`src/rtl/ccp_pkg.sv`:
```
// package: register map, field layout, mode codes and carriers of the capture/compare/pwm unit
package ccp_pkg;

  // ==========================================================================
  // register map: printed offsets are word indices, byte address is four times
  // ==========================================================================
  localparam int          ADDR_W         = 8;
  localparam logic [7:0]  IDX_VALUE_LOW  = 8'h15;
  localparam logic [7:0]  IDX_VALUE_HIGH = 8'h16;
  localparam logic [7:0]  IDX_CONTROL    = 8'h17;
  localparam logic [7:0]  IDX_STATUS     = 8'h18;
  localparam logic [7:0]  IDX_IRQ_CLEAR  = 8'h19;
  localparam logic [7:0]  IDX_IRQ_ENABLE = 8'h1a;

  // ==========================================================================
  // field layout and reset values
  // ==========================================================================
  localparam int          MODE_LSB       = 0;
  localparam int          MODE_W         = 4;
  localparam int          DUTY_LSB_POS   = 4;
  localparam int          CTRL_USED_W    = 6;
  localparam int          FLAG_BIT       = 0;
  localparam int          DUTY_W         = 10;
  localparam logic [7:0]  CTRL_RST       = 8'h00;
  localparam logic [7:0]  VALUE_RST      = 8'h00;
  localparam logic        STATUS_RST     = 1'b0;
  localparam logic        ENABLE_RST     = 1'b0;

  // ==========================================================================
  // mode select encodings
  // ==========================================================================
  localparam logic [3:0]  MODE_OFF       = 4'h0;
  localparam logic [3:0]  MODE_CAP_FALL  = 4'h4;
  localparam logic [3:0]  MODE_CAP_RISE  = 4'h5;
  localparam logic [3:0]  MODE_CAP_4     = 4'h6;
  localparam logic [3:0]  MODE_CAP_16    = 4'h7;
  localparam logic [3:0]  MODE_CMP_SET   = 4'h8;
  localparam logic [3:0]  MODE_CMP_CLR   = 4'h9;
  localparam logic [3:0]  MODE_CMP_SOFT  = 4'ha;
  localparam logic [3:0]  MODE_CMP_SPEC  = 4'hb;

  // last count of the edge prescaler before an event
  localparam logic [3:0]  PRE_4_LAST     = 4'h3;
  localparam logic [3:0]  PRE_16_LAST    = 4'hf;
  localparam logic [3:0]  PRE_RST        = 4'h0;

  // ==========================================================================
  // carriers
  // ==========================================================================
  typedef struct packed {
    logic              psel;
    logic              penable;
    logic              pwrite;
    logic [ADDR_W-1:0] paddr;
    logic [31:0]       pwdata;
  } ccp_apb_req_s;

  typedef struct packed {
    logic [15:0] t1_count;
    logic [7:0]  t2_count;
    logic [7:0]  t2_period;
    logic        t2_inc;
    logic [1:0]  t2_fine;
  } ccp_timer_s;

  // ==========================================================================
  // decoding shared by several processes
  // ==========================================================================
  function automatic logic [ADDR_W-1:0] idx_to_addr(input logic [7:0] idx);
    return {idx[5:0], 2'b00};
  endfunction

  function automatic logic mode_is_capture(input logic [3:0] m);
    return m[3:2] == 2'b01;
  endfunction

  function automatic logic mode_is_compare(input logic [3:0] m);
    return m[3:2] == 2'b10;
  endfunction

  function automatic logic mode_is_pwm(input logic [3:0] m);
    return m[3:2] == 2'b11;
  endfunction

endpackage

```
`src/rtl/ccp_prescale.sv`:
```
// edge prescaler of the capture path
`timescale 1ns/100ps
module ccp_prescale
  import ccp_pkg::*;
(
  input  wire logic       pclk,
  input  wire logic       presetn,
  input  wire logic [3:0] mode,
  input  wire logic       rise,
  input  wire logic       fall,
  output logic            event_hit
);

  logic [3:0] count_ff;
  logic       last_hit;

  always_comb begin
    last_hit = 1'b0;
    case (mode)
      MODE_CAP_4:  last_hit = count_ff[1:0] == PRE_4_LAST[1:0];
      MODE_CAP_16: last_hit = count_ff == PRE_16_LAST;
      default:     last_hit = 1'b0;
    endcase
  end

  // ==========================================================================
  // event select
  // ==========================================================================
  always_comb begin
    case (mode)
      MODE_CAP_FALL: event_hit = fall;
      MODE_CAP_RISE: event_hit = rise;
      MODE_CAP_4,
      MODE_CAP_16:   event_hit = rise & last_hit;
      default:       event_hit = 1'b0;
    endcase
  end

  // ==========================================================================
  // counter: held at zero outside capture, kept across prescaler changes
  // ==========================================================================
  always_ff @(posedge pclk or negedge presetn) begin
    if (!presetn) begin
      count_ff <= PRE_RST;
    end else if (!mode_is_capture(mode)) begin
      count_ff <= PRE_RST;
    end else if (rise && (mode == MODE_CAP_4 || mode == MODE_CAP_16)) begin
      // no clear on a prescaler change, so the next event may come early
      count_ff <= last_hit ? PRE_RST : count_ff + 4'h1;
    end
  end

endmodule

```
`src/rtl/ccp_unit_top.sv`:
```
// capture/compare/pwm unit with apb register slave and interrupt
`timescale 1ns/100ps
// Operation
// - four capture prescaler choices come from the mode select field
// - prescaler counter held at zero when off or not in capture
// - any reset clears the prescaler counter
// - switching prescalers keeps the count, first capture may come early
// - compare mode sets the flag whenever value equals timer one
// - on match the pin goes high, low or stays, per mode select
// - writing zero to control forces the compare output latch low
// - software interrupt compare mode only raises the flag, pin untouched
// - special event match resets timer one through a trigger pulse
// - pwm mode drives the pin with a duty of up to ten bits
// - writing zero to control forces the pwm output latch low
// - mode codes for off and the four capture edge choices
// - mode codes for the four compare actions and pwm
// - capture copies timer one into the value register and sets the flag
// - pwm period end clears timer two, sets pin if the buffered duty is nonzero, reloads high byte
module ccp_unit_top
  import ccp_pkg::*;
(
  input  wire logic                pclk,
  input  wire logic                presetn,
  input  wire ccp_pkg::ccp_apb_req_s apb_req,
  output logic [31:0]              prdata,
  output logic                     pready,
  output logic                     pslverr,
  input  wire ccp_pkg::ccp_timer_s timer_in,
  input  wire logic                unit_pin_in,
  output logic                     unit_output_pin,
  output logic                     timer_one_reset,
  output logic                     timer_two_clear,
  output logic                     irq
);

  import ccp_pkg::*;

  // ==========
  // state
  // ==========
  logic [7:0]        ccp_value_low_ff;
  logic [7:0]        ccp_value_high_ff;
  logic [7:0]        ccp_control_ff;
  logic [1:0]        duty_latch_ff;
  logic              capcomp_flag_ff;
  logic              capcomp_irq_enable_ff;
  logic              pin_ff;
  logic              timer_one_reset_ff;
  logic              timer_two_clear_ff;
  logic              irq_ff;
  logic              pin_meta_ff;
  logic              pin_sync_ff;
  logic              pin_prev_ff;
  logic [31:0]       prdata_ff;
  logic              pready_ff;
  logic              pslverr_ff;

  // ==========
  // decode
  // ==========
  logic [3:0]        mode;
  logic              setup_phase;
  logic              wr_commit;
  logic              addr_known;
  logic              wr_low;
  logic              wr_high;
  logic              wr_ctrl;
  logic              wr_clear;
  logic              wr_enable;
  logic              ctrl_zeroed;
  logic              pin_rise;
  logic              pin_fall;
  logic              capture_hit;
  logic              compare_hit;
  logic              period_end;
  logic              duty_end;
  logic [DUTY_W-1:0] duty_buffered;
  logic [DUTY_W-1:0] duty_active;
  logic [DUTY_W-1:0] pwm_position;
  logic [31:0]       nxt_prdata;

  assign mode        = ccp_control_ff[MODE_LSB +: MODE_W];
  assign setup_phase = apb_req.psel & ~apb_req.penable;
  // pready is only high in the access cycle, so this marks the one commit edge
  assign wr_commit   = apb_req.psel & apb_req.penable & pready_ff & apb_req.pwrite;
  assign wr_low      = wr_commit && apb_req.paddr == idx_to_addr(IDX_VALUE_LOW);
  assign wr_high     = wr_commit && apb_req.paddr == idx_to_addr(IDX_VALUE_HIGH);
  assign wr_ctrl     = wr_commit && apb_req.paddr == idx_to_addr(IDX_CONTROL);
  assign wr_clear    = wr_commit && apb_req.paddr == idx_to_addr(IDX_IRQ_CLEAR);
  assign wr_enable   = wr_commit && apb_req.paddr == idx_to_addr(IDX_IRQ_ENABLE);
  assign ctrl_zeroed = wr_ctrl && apb_req.pwdata[7:0] == CTRL_RST;

  always_comb begin
    case (apb_req.paddr)
      idx_to_addr(IDX_VALUE_LOW),
      idx_to_addr(IDX_VALUE_HIGH),
      idx_to_addr(IDX_CONTROL),
      idx_to_addr(IDX_STATUS),
      idx_to_addr(IDX_IRQ_CLEAR),
      idx_to_addr(IDX_IRQ_ENABLE): addr_known = 1'b1;
      default:                     addr_known = 1'b0;
    endcase
  end

  // ==========
  // pin synchroniser and edge detect
  // ==========
  // only pin_sync_ff and later stages feed logic; a port write looped back
  // to the pin counts as an edge, which is how the pin itself behaves
  always_ff @(posedge pclk or negedge presetn) begin
    if (!presetn) begin
      pin_meta_ff <= 1'b0;
      pin_sync_ff <= 1'b0;
      pin_prev_ff <= 1'b0;
    end else begin
      pin_meta_ff <= unit_pin_in;
      pin_sync_ff <= pin_meta_ff;
      pin_prev_ff <= pin_sync_ff;
    end
  end

  assign pin_rise = pin_sync_ff & ~pin_prev_ff;
  assign pin_fall = ~pin_sync_ff & pin_prev_ff;

  // ==========
  // capture path
  // ==========
  ccp_prescale u_prescale (
    .pclk      (pclk),
    .presetn   (presetn),
    .mode      (mode),
    .rise      (pin_rise),
    .fall      (pin_fall),
    .event_hit (capture_hit)
  );

  // ==========
  // compare and pwm matching
  // ==========
  // equality every cycle, so a timer that stalls on the match keeps setting
  // the flag; a synchronous timer one is assumed
  assign compare_hit   = mode_is_compare(mode) && timer_in.t1_count ==
                         {ccp_value_high_ff, ccp_value_low_ff};
  assign duty_buffered = {ccp_value_low_ff, ccp_control_ff[DUTY_LSB_POS +: 2]};
  assign duty_active   = {ccp_value_high_ff, duty_latch_ff};
  assign pwm_position  = {timer_in.t2_count, timer_in.t2_fine};
  assign period_end    = mode_is_pwm(mode) && timer_in.t2_inc &&
                         timer_in.t2_count == timer_in.t2_period;
  // cleared at the last high step, so the pin stays high for duty steps
  assign duty_end      = mode_is_pwm(mode) && duty_active == pwm_position + DUTY_W'(1);

  // ==========
  // value register
  // ==========
  always_ff @(posedge pclk or negedge presetn) begin
    if (!presetn) begin
      ccp_value_low_ff <= VALUE_RST;
    end else if (capture_hit) begin
      // a capture overwrites even an unread value, and wins over a write
      ccp_value_low_ff <= timer_in.t1_count[7:0];
    end else if (wr_low) begin
      ccp_value_low_ff <= apb_req.pwdata[7:0];
    end
  end

  always_ff @(posedge pclk or negedge presetn) begin
    if (!presetn) begin
      ccp_value_high_ff <= VALUE_RST;
    end else if (capture_hit) begin
      ccp_value_high_ff <= timer_in.t1_count[15:8];
    end else if (period_end) begin
      ccp_value_high_ff <= ccp_value_low_ff;
    end else if (wr_high && !mode_is_pwm(mode)) begin
      // read-only while pwm uses it as the active duty
      ccp_value_high_ff <= apb_req.pwdata[7:0];
    end
  end

  always_ff @(posedge pclk or negedge presetn) begin
    if (!presetn) begin
      duty_latch_ff <= 2'b00;
    end else if (period_end) begin
      duty_latch_ff <= ccp_control_ff[DUTY_LSB_POS +: 2];
    end
  end

  // ==========
  // control register
  // ==========
  always_ff @(posedge pclk or negedge presetn) begin
    if (!presetn) begin
      ccp_control_ff <= CTRL_RST;
    end else if (wr_ctrl) begin
      // software is expected to pass through off when changing prescaler
      ccp_control_ff <= {2'b00, apb_req.pwdata[CTRL_USED_W-1:0]};
    end
  end

  // ==========
  // flag, enable, interrupt
  // ==========
  always_ff @(posedge pclk or negedge presetn) begin
    if (!presetn) begin
      capcomp_flag_ff <= STATUS_RST;
    end else if (capture_hit || compare_hit) begin
      // set wins over a clear in the same cycle; mode changes may set it
      capcomp_flag_ff <= 1'b1;
    end else if (wr_clear && apb_req.pwdata[FLAG_BIT]) begin
      capcomp_flag_ff <= 1'b0;
    end
  end

  always_ff @(posedge pclk or negedge presetn) begin
    if (!presetn) begin
      capcomp_irq_enable_ff <= ENABLE_RST;
    end else if (wr_enable) begin
      capcomp_irq_enable_ff <= apb_req.pwdata[FLAG_BIT];
    end
  end

  always_ff @(posedge pclk or negedge presetn) begin
    if (!presetn) begin
      irq_ff <= 1'b0;
    end else begin
      irq_ff <= capcomp_flag_ff & capcomp_irq_enable_ff;
    end
  end

  // ==========
  // output latch
  // ==========
  always_ff @(posedge pclk or negedge presetn) begin
    if (!presetn) begin
      pin_ff <= 1'b0;
    end else if (ctrl_zeroed) begin
      pin_ff <= 1'b0;
    end else if (compare_hit) begin
      case (mode)
        MODE_CMP_SET: pin_ff <= 1'b1;
        MODE_CMP_CLR: pin_ff <= 1'b0;
        default:      pin_ff <= pin_ff;
      endcase
    end else if (period_end) begin
      pin_ff <= duty_buffered != '0;
    end else if (duty_end) begin
      // a duty longer than the period never reaches this and leaves it high
      pin_ff <= 1'b0;
    end else if (mode == MODE_OFF) begin
      pin_ff <= 1'b0;
    end
  end

  // ==========
  // timer trigger pulses
  // ==========
  always_ff @(posedge pclk or negedge presetn) begin
    if (!presetn) begin
      timer_one_reset_ff <= 1'b0;
    end else begin
      timer_one_reset_ff <= compare_hit && mode == MODE_CMP_SPEC;
    end
  end

  always_ff @(posedge pclk or negedge presetn) begin
    if (!presetn) begin
      timer_two_clear_ff <= 1'b0;
    end else begin
      timer_two_clear_ff <= period_end;
    end
  end

  // ==========
  // apb slave: no wait state, answer in the first access cycle
  // ==========
  always_comb begin
    nxt_prdata = 32'h0000_0000;
    case (apb_req.paddr)
      idx_to_addr(IDX_VALUE_LOW):  nxt_prdata[7:0] = ccp_value_low_ff;
      idx_to_addr(IDX_VALUE_HIGH): nxt_prdata[7:0] = ccp_value_high_ff;
      idx_to_addr(IDX_CONTROL):    nxt_prdata[7:0] = ccp_control_ff;
      idx_to_addr(IDX_STATUS):     nxt_prdata[FLAG_BIT] = capcomp_flag_ff;
      idx_to_addr(IDX_IRQ_ENABLE): nxt_prdata[FLAG_BIT] = capcomp_irq_enable_ff;
      default:                     nxt_prdata = 32'h0000_0000;
    endcase
  end

  always_ff @(posedge pclk or negedge presetn) begin
    if (!presetn) begin
      pready_ff  <= 1'b0;
      pslverr_ff <= 1'b0;
      prdata_ff  <= 32'h0000_0000;
    end else begin
      pready_ff  <= setup_phase;
      pslverr_ff <= setup_phase & ~addr_known;
      if (setup_phase && !apb_req.pwrite) begin
        prdata_ff <= nxt_prdata;
      end else if (!apb_req.psel) begin
        prdata_ff <= 32'h0000_0000;
      end
    end
  end

  // ==========
  // outputs
  // ==========
  assign prdata          = prdata_ff;
  assign pready          = pready_ff;
  assign pslverr         = pslverr_ff;
  assign unit_output_pin = pin_ff;
  assign timer_one_reset = timer_one_reset_ff;
  assign timer_two_clear = timer_two_clear_ff;
  assign irq             = irq_ff;

endmodule

```
`config.mk`:
```
export PLATFORM = sky130hd
export DESIGN_NAME = ccp_unit_top
export DESIGN_NICKNAME = d
export VERILOG_FILES = /design/src/rtl/ccp_pkg.sv /design/src/rtl/ccp_prescale.sv /design/src/rtl/ccp_unit_top.sv
export SDC_FILE = /design/constraint.sdc
export NUM_CORES = 1
export LEC_CHECK = 0
export BUFFER_PORTS_ARGS = -buffer_cell sky130_fd_sc_hd__buf_2
export CAP_MARGIN = 10
export CORE_MARGIN = 10
export CORE_UTILIZATION = 43
export CTS_BUF_LIST = sky130_fd_sc_hd__clkbuf_2 sky130_fd_sc_hd__clkbuf_4 sky130_fd_sc_hd__clkbuf_8
export DETAILED_ROUTE_END_ITERATION = 16
export GPL_TIMING_DRIVEN = 0
export PLACE_DENSITY = 0.69
export SYNTH_ARGS = -nofsm -noshare
export SYNTH_HDL_FRONTEND = slang
export SYNTH_SLANG_ARGS = --single-unit
```
`constraint.sdc`:
```
create_clock -name pclk -period 4.5 [get_ports pclk]
set_clock_uncertainty 0.1 [all_clocks]
set_input_delay 0.225 -clock pclk [delete_from_list [all_inputs] [get_ports pclk]]
set_output_delay 0.225 -clock pclk [all_outputs]
set_load 0.05 [all_outputs]
```
==> out/results.ini, run 1 <==
[hold_path]
hold_path.class=in2async

[clocking]
cts.sinks=47
numCtsBuffers=5
clockBufferDepth=2
clkSlewWorstSetupHoldPaths_ns=0.08
cts_tree=built
cts_resized=0
clock_latency_ns=0.30
htree_levels=2
cts_root_buf=clkbuf_8

[floorplanning]
fp-row-count=31
dieArea_um2=11500
die_h_um=107.2
initial_core_util_pct=44.63
coreArea_um2=7331
io_pins=119
die_x_um=107.2

[timing]
drv_slew=0
worst_pin_slew_ns=1.053
period_needed_ns=2.391
rsz0062_at_grt=false
setup-violations-final=0
slew_headroom_pct=29.80
fmax_mhz=418.2
fin_crit_sh_pct=53.14
finalSetupTns_ns=0
hold_viol_final=0

[grt]
grt_max_degree=48
gr-total-overflow=0
grt_antenna_before_repair=0
grt_pass1_vias=2877
grt_pass1_wl_um=14620
grt_util_all_layers_pct=15.55

[synth]
yosys_warnings=0
synth_top_area_share_pct=35.95
yosysTopAreaCell=dfrtp_1
synth_area_leaders=dfrtp_1 36%, xor2_1 5.9%, buf_4 5.7%, mux2i_1 5.5%, nand2_1 4.9%
avgSynthCellArea_um2=9.709
syn-instance-count=337
synth_commonest_cells=47 x dfrtp_1, 43 x nand2_1, 25 x buf_4, 25 x o21ai_1, 22 x xor2_1
syn-cell-area_um2=3272
synth.distinct_cells=60
ys.flop_type=dfrtp_1
ys_seq_area_share_pct=35.95
synth_seq_cells=47
synth_edf_count=0
synth_most_common_cell=dfrtp_1
async_flop_share_pct=100.0

[route]
drt_iter0_drc=245
drtPass1Iterations=8
drcViolationCount=0
wl_per_cell_um=16.80
wirelength_um=8973
wl_met2_um=4222
viasPerCell=5.375
route.met3.wl_um=765
met1Wirelength_um=3860
num_vias=2870
antenna_left=0
top_layer=met4

[flow_run]
cap_violations=0

[worst_setup_path]
r2r-start=ccp_value_high_ff[1]
cp_max_fo=4
cp_data_arrival_time_ns=2.51
endpoint=unit_output_pin
r2r-end=unit_output_pin
rr_worst_depth=7
cp-end-kind=flop
cp-startpoint=ccp_value_high_ff[1]
startpoint_type=flop
required_ns=4.62
path_class=reg2reg
r2r_setup_slack_ns=2.11

[final_layout]
area_delta_synth_final_pct=20.23
final.fill_count=676
drive_gt1_share_pct=30.11
fin_area_um2=3934
antenna_cells=0
nNetsFinal=518

[place]
place_area_um2=3817
io_buffer_count=67
place_congestion=0.9369
dp_hpwl_um=7131

[run_status]
status=finished clean

[power]
power_leakage_nw=1.976
vdd_drop_max_mv=0.1643
powerDensity_nw_per_um2=233.2

[worst max-delay path, stage by stage, from the launching register on]
cell     delay (ns)
dfrtp_1        0.46
xor2_1         0.17
nor4_1         0.38
nand4_1        0.19
nor4_4         0.29
mux2_1         0.37
or2_1          0.23
a31oi_1        0.12
[per-layer routing]
metal | GRT usage [%] | vias up
li1 | - | 1371
met1 | 19.45 | 1346
met2 | 25.74 | 140
met3 | 3.593 | 13
met4 | 5.126 | 0
met5 | 0 | -
[logic make-up after synthesis]
family                   after synthesis  share of synthesized area, %
AO/OA/AOI/OAI                         67                         12.85
XOR/XNOR                              33                         9.063
adder cells (fa/ha/maj)                2                        0.7647
buffers and inverters                 37                         8.375
flip-flops                            47                         35.95
multiplexers                          35                         12.28
other                                  1                        0.1146
AND/OR/NAND/NOR                      115                         20.61
[report_power, final]
part / total [W] / internal, W / switching, W
combinational: 0.000181 / 0.0000656 / 0.000115
clock: 0.000302 / 0.000162 / 0.000140
sequential: 0.000434 / 0.000428 / 0.00000627
total: 0.000917 / 0.000656 / 0.000262
[layout make-up]
type,count,area [um2],share of cell area (%)
multi-input combinational,276,1908,48.51
sequential,47,1176,29.90
timing repair buffer,68,345.3,8.779
buffer,35,266.5,6.775
tap,99,123.9,3.149
clock buffer,5,68.82,1.749
clock inverter,2,37.54,0.9542
inverter,2,7.507,0.1908
[flip-flops by register name (all words and copies together) (netlist names)]
signal and flops:
capcomp_flag_ff 1, capcomp_irq_enable_ff 1, ccp_control_ff 6, ccp_value_high_ff 8
ccp_value_low_ff 8, duty_latch_ff 2, irq 1, pin_meta_ff 1
pin_prev_ff 1, pin_sync_ff 1, prdata 8, pready 1
pslverr 1, timer_one_reset 1, timer_two_clear 1, u_prescale.count_ff 4
unit_output_pin 1
[per-stage QoR]
stage	cells	hold WS [ns]	util, %	setup slack (ns)	total power, W
2_1_floorplan	360	-0.1706	-	2.432	0.0005603
3_3_place_gp	526	0.2321	52.07	2.134	0.0006182
3_5_place_dp	526	0.2344	52.07	2.135	0.0006206
4_1_cts	534	0.05388	53.66	2.099	0.0009239
5_1_grt	534	0.06561	53.66	1.933	0.0009592
6_report	534	0.01098	53.66	2.109	0.0009172
[layout by cell type, fill, tap and decap left out, drive strengths merged, types with 8 or more instances in the layout]
master	instances
nand3	9
mux2	17
a21oi	14
nor2	8
conb	24
o21ai	30
xnor2	11
dfrtp	47
buf	100
mux2i	18
xor2	22
nand2	44
nor4	10
[worst min-delay path by stage]
stage / cells after the start / start / slack, ns / to
finish: 1 / presetn / 0.01 / prdata[6]
global route: 3 / timer_in[25] / 0.07 / ccp_value_low_ff[6]
CTS: 1 / presetn / 0.05 / prdata[2]
detailed placement: 1 / unit_pin_in / 0.23 / pin_meta_ff
global placement: 0 / pin_meta_ff / 0.23 / pin_sync_ff
floorplan: 0 / presetn / -0.17 / capcomp_flag_ff
[what timing repair did]
action                                 in CTS  in global routing
endpoints found under the hold margin       1                  0
hold buffers                                1                  0
setup buffers                               0                  0
No activity file was read; power rests on OpenSTA's default activity.
==> run 2, diff against run 1 <==
- clock period: 4.5 -> 2.3 ns (I/O delays scaled with it)
==> out/results.ini, run 2 (same netlist as run 1, synthesis figures left out) <==
[floorplanning]
initial_core_util_pct=44.63  ; unchanged
dieArea_um2=11500  ; unchanged
die_h_um=107.2  ; unchanged
coreArea_um2=7331  ; unchanged
die_x_um=107.2  ; unchanged
io_pins=119  ; unchanged
fp-row-count=31  ; unchanged

[grt]
grt_antenna_before_repair=0  ; unchanged
grt_max_degree=48  ; unchanged
grt_pass1_vias=2941  ; was 2,877
grt_util_all_layers_pct=15.94  ; was 15.55%
gr-total-overflow=0  ; unchanged
grt_pass1_wl_um=14980  ; was 14,620 um

[clocking]
cts_tree=built  ; unchanged
clock_latency_ns=0.30  ; about the same
clkSlewWorstSetupHoldPaths_ns=0.08  ; about the same
clockBufferDepth=2  ; unchanged
cts_root_buf=clkbuf_8  ; unchanged
numCtsBuffers=5  ; unchanged
htree_levels=2  ; unchanged
cts.sinks=47  ; unchanged

[timing]
fin_crit_sh_pct=96.51  ; was 53.14%
fmax_mhz=450.5  ; was 418.2 MHz
slew_headroom_pct=29.84  ; was 29.80%
finalSetupTns_ns=0  ; unchanged
rsz0062_at_grt=true  ; was false
period_needed_ns=2.220  ; was 2.391 ns
setup-violations-final=0  ; unchanged
worst_pin_slew_ns=1.052  ; was 1.053 ns
drv_slew=0  ; unchanged
hold_viol_final=0  ; unchanged

[final_layout]
instances_no_fill=552  ; was 534
fin_area_um2=4139  ; was 3934 um2
final_cell_mix=67 x buf_2, 43 x nand2_1, 40 x dfrtp_1  ; was 70 x buf_2, 47 x dfrtp_1, 43 x nand2_1
final_common_cell=buf_2  ; unchanged
antenna_cells=0  ; unchanged
nNetsFinal=536  ; was 518
drive_gt1_share_pct=32.67  ; was 30.11%
area_delta_synth_final_pct=26.50  ; was 20.23%

[route]
drtPass1Iterations=5  ; was 8
num_vias=2958  ; was 2,870
drcViolationCount=0  ; unchanged
wl_per_cell_um=16.79  ; was 16.80 um
viasPerCell=5.359  ; was 5.375
wirelength_um=9270  ; was 8973 um
drt_iter0_drc=359  ; was 245
antenna_left=0  ; unchanged

[worst_setup_path]
rr_worst_depth=7  ; unchanged
cp_max_fo=6  ; was 4
startpoint_type=flop  ; unchanged
required_ns=2.43  ; was 4.62 ns
endpoint=unit_output_pin  ; unchanged
r2r-start=ccp_value_high_ff[3]  ; was ccp_value_high_ff[1]
cp-startpoint=ccp_value_high_ff[3]  ; was ccp_value_high_ff[1]
path_class=reg2reg  ; unchanged
r2r_setup_slack_ns=0.08  ; was 2.11 ns
r2r-end=unit_output_pin  ; unchanged
cp_data_arrival_time_ns=2.35  ; was 2.51 ns
cp-end-kind=flop  ; unchanged

[hold_path]
hold_path.class=in2reg  ; was in2async
whs_path_depth=2

[place]
dp_cells=526  ; unchanged
io_buffer_count=67  ; unchanged
dp_hpwl_um=7131  ; unchanged
place_area_um2=3817  ; unchanged
place_congestion=0.9369  ; unchanged

[power]
vdd_drop_max_mv=0.3212  ; was 0.1643 mV
powerDensity_nw_per_um2=439.0  ; was 233.2 nW/um2
p_total_w=0.001817  ; was 0.0009172 W
power_leakage_nw=2.061  ; was 1.976 nW

[run_status]
status=finished clean  ; unchanged

[flow_run]
cap_violations=0  ; unchanged

==> run 2: cell count changes in the layout (fill, tap and decap cells not counted), sizes merged <==
cell / change
buf: +6
dlygate4sd3: +12
==> run 2: how the worst min path moves through the flow <==
| stage | startpoint | slack, ns | end |
|---|---|---|---|
| finish | apb_req[2] | 0.006 | ccp_control_ff[2] |
| global route | apb_req[2] | 0.02 | ccp_control_ff[2] |
| CTS | apb_req[2] | 0.006 | ccp_control_ff[2] |
| detailed placement | unit_pin_in | 0.12 | pin_meta_ff |
| global placement | unit_pin_in | 0.12 | pin_meta_ff |
| floorplan | presetn | -0.28 | capcomp_flag_ff |
==> run 2: layout make-up <==
type / count / area, um2
tap: 99 / 123.9
clock buffer: 5 / 68.82
sequential: 47 / 1185
buffer: 35 / 271.5
inverter: 2 / 7.507
multi-input combinational: 276 / 1932
fill: 652 / 3192
clock inverter: 2 / 37.54
timing repair buffer: 86 / 513.0
==> run 2: layer usage <==
| metal | GRT usage (%) | part of all wire [%] | up-vias | wire length, um |
|---|---|---|---|---|
| met2 | 26.70 | 48 | 169 | 4436 |
| met4 | 5.706 | 1.9 | 0 | 178 |
| met3 | 3.293 | 9.0 | 15 | 832 |
| li1 | - | - | 1407 | - |
| met1 | 19.73 | 41 | 1367 | 3821 |
| met5 | 0 | 0 | - | 0 |
==> run 2: metrics by stage <==
step	util, %	hold WS (ns)	worst slack, ns
after floorplan	-	-0.2806	0.2316
after global placement	52.07	0.1231	-0.06569
after detailed placement	52.07	0.1244	-0.06541
after CTS	55.61	0.006091	0.006460
after global routing	56.46	0.01596	-0.001066
final	56.46	0.005736	0.08030
==> run 2: worst max-delay path, stage by stage (launching register included) <==
cell,delay [ns]
dfrtp_2,0.46
xor2_1,0.16
nor4_1,0.30
nand4_1,0.18
nor4_4,0.24
mux2_4,0.34
or2_1,0.21
a31oi_1,0.16
==> run 2: where the power goes <==
group / total (W) / internal [W] / switching (W)
combinational: 0.000376 / 0.000144 / 0.000232
clock: 0.000592 / 0.000318 / 0.000275
sequential: 0.000849 / 0.000837 / 0.0000119
total: 0.00182 / 0.00130 / 0.000518
==> run 2: timing repair <==
action / 4_1_cts / 5_1_grt
hold buffers: 13 / 0
pin swaps: 4 / 8
resized for setup: 4 / 11
endpoints found under the setup margin: 1 / 13
hold endpoints to repair: 59 / 0
setup buffers: 1 / 6
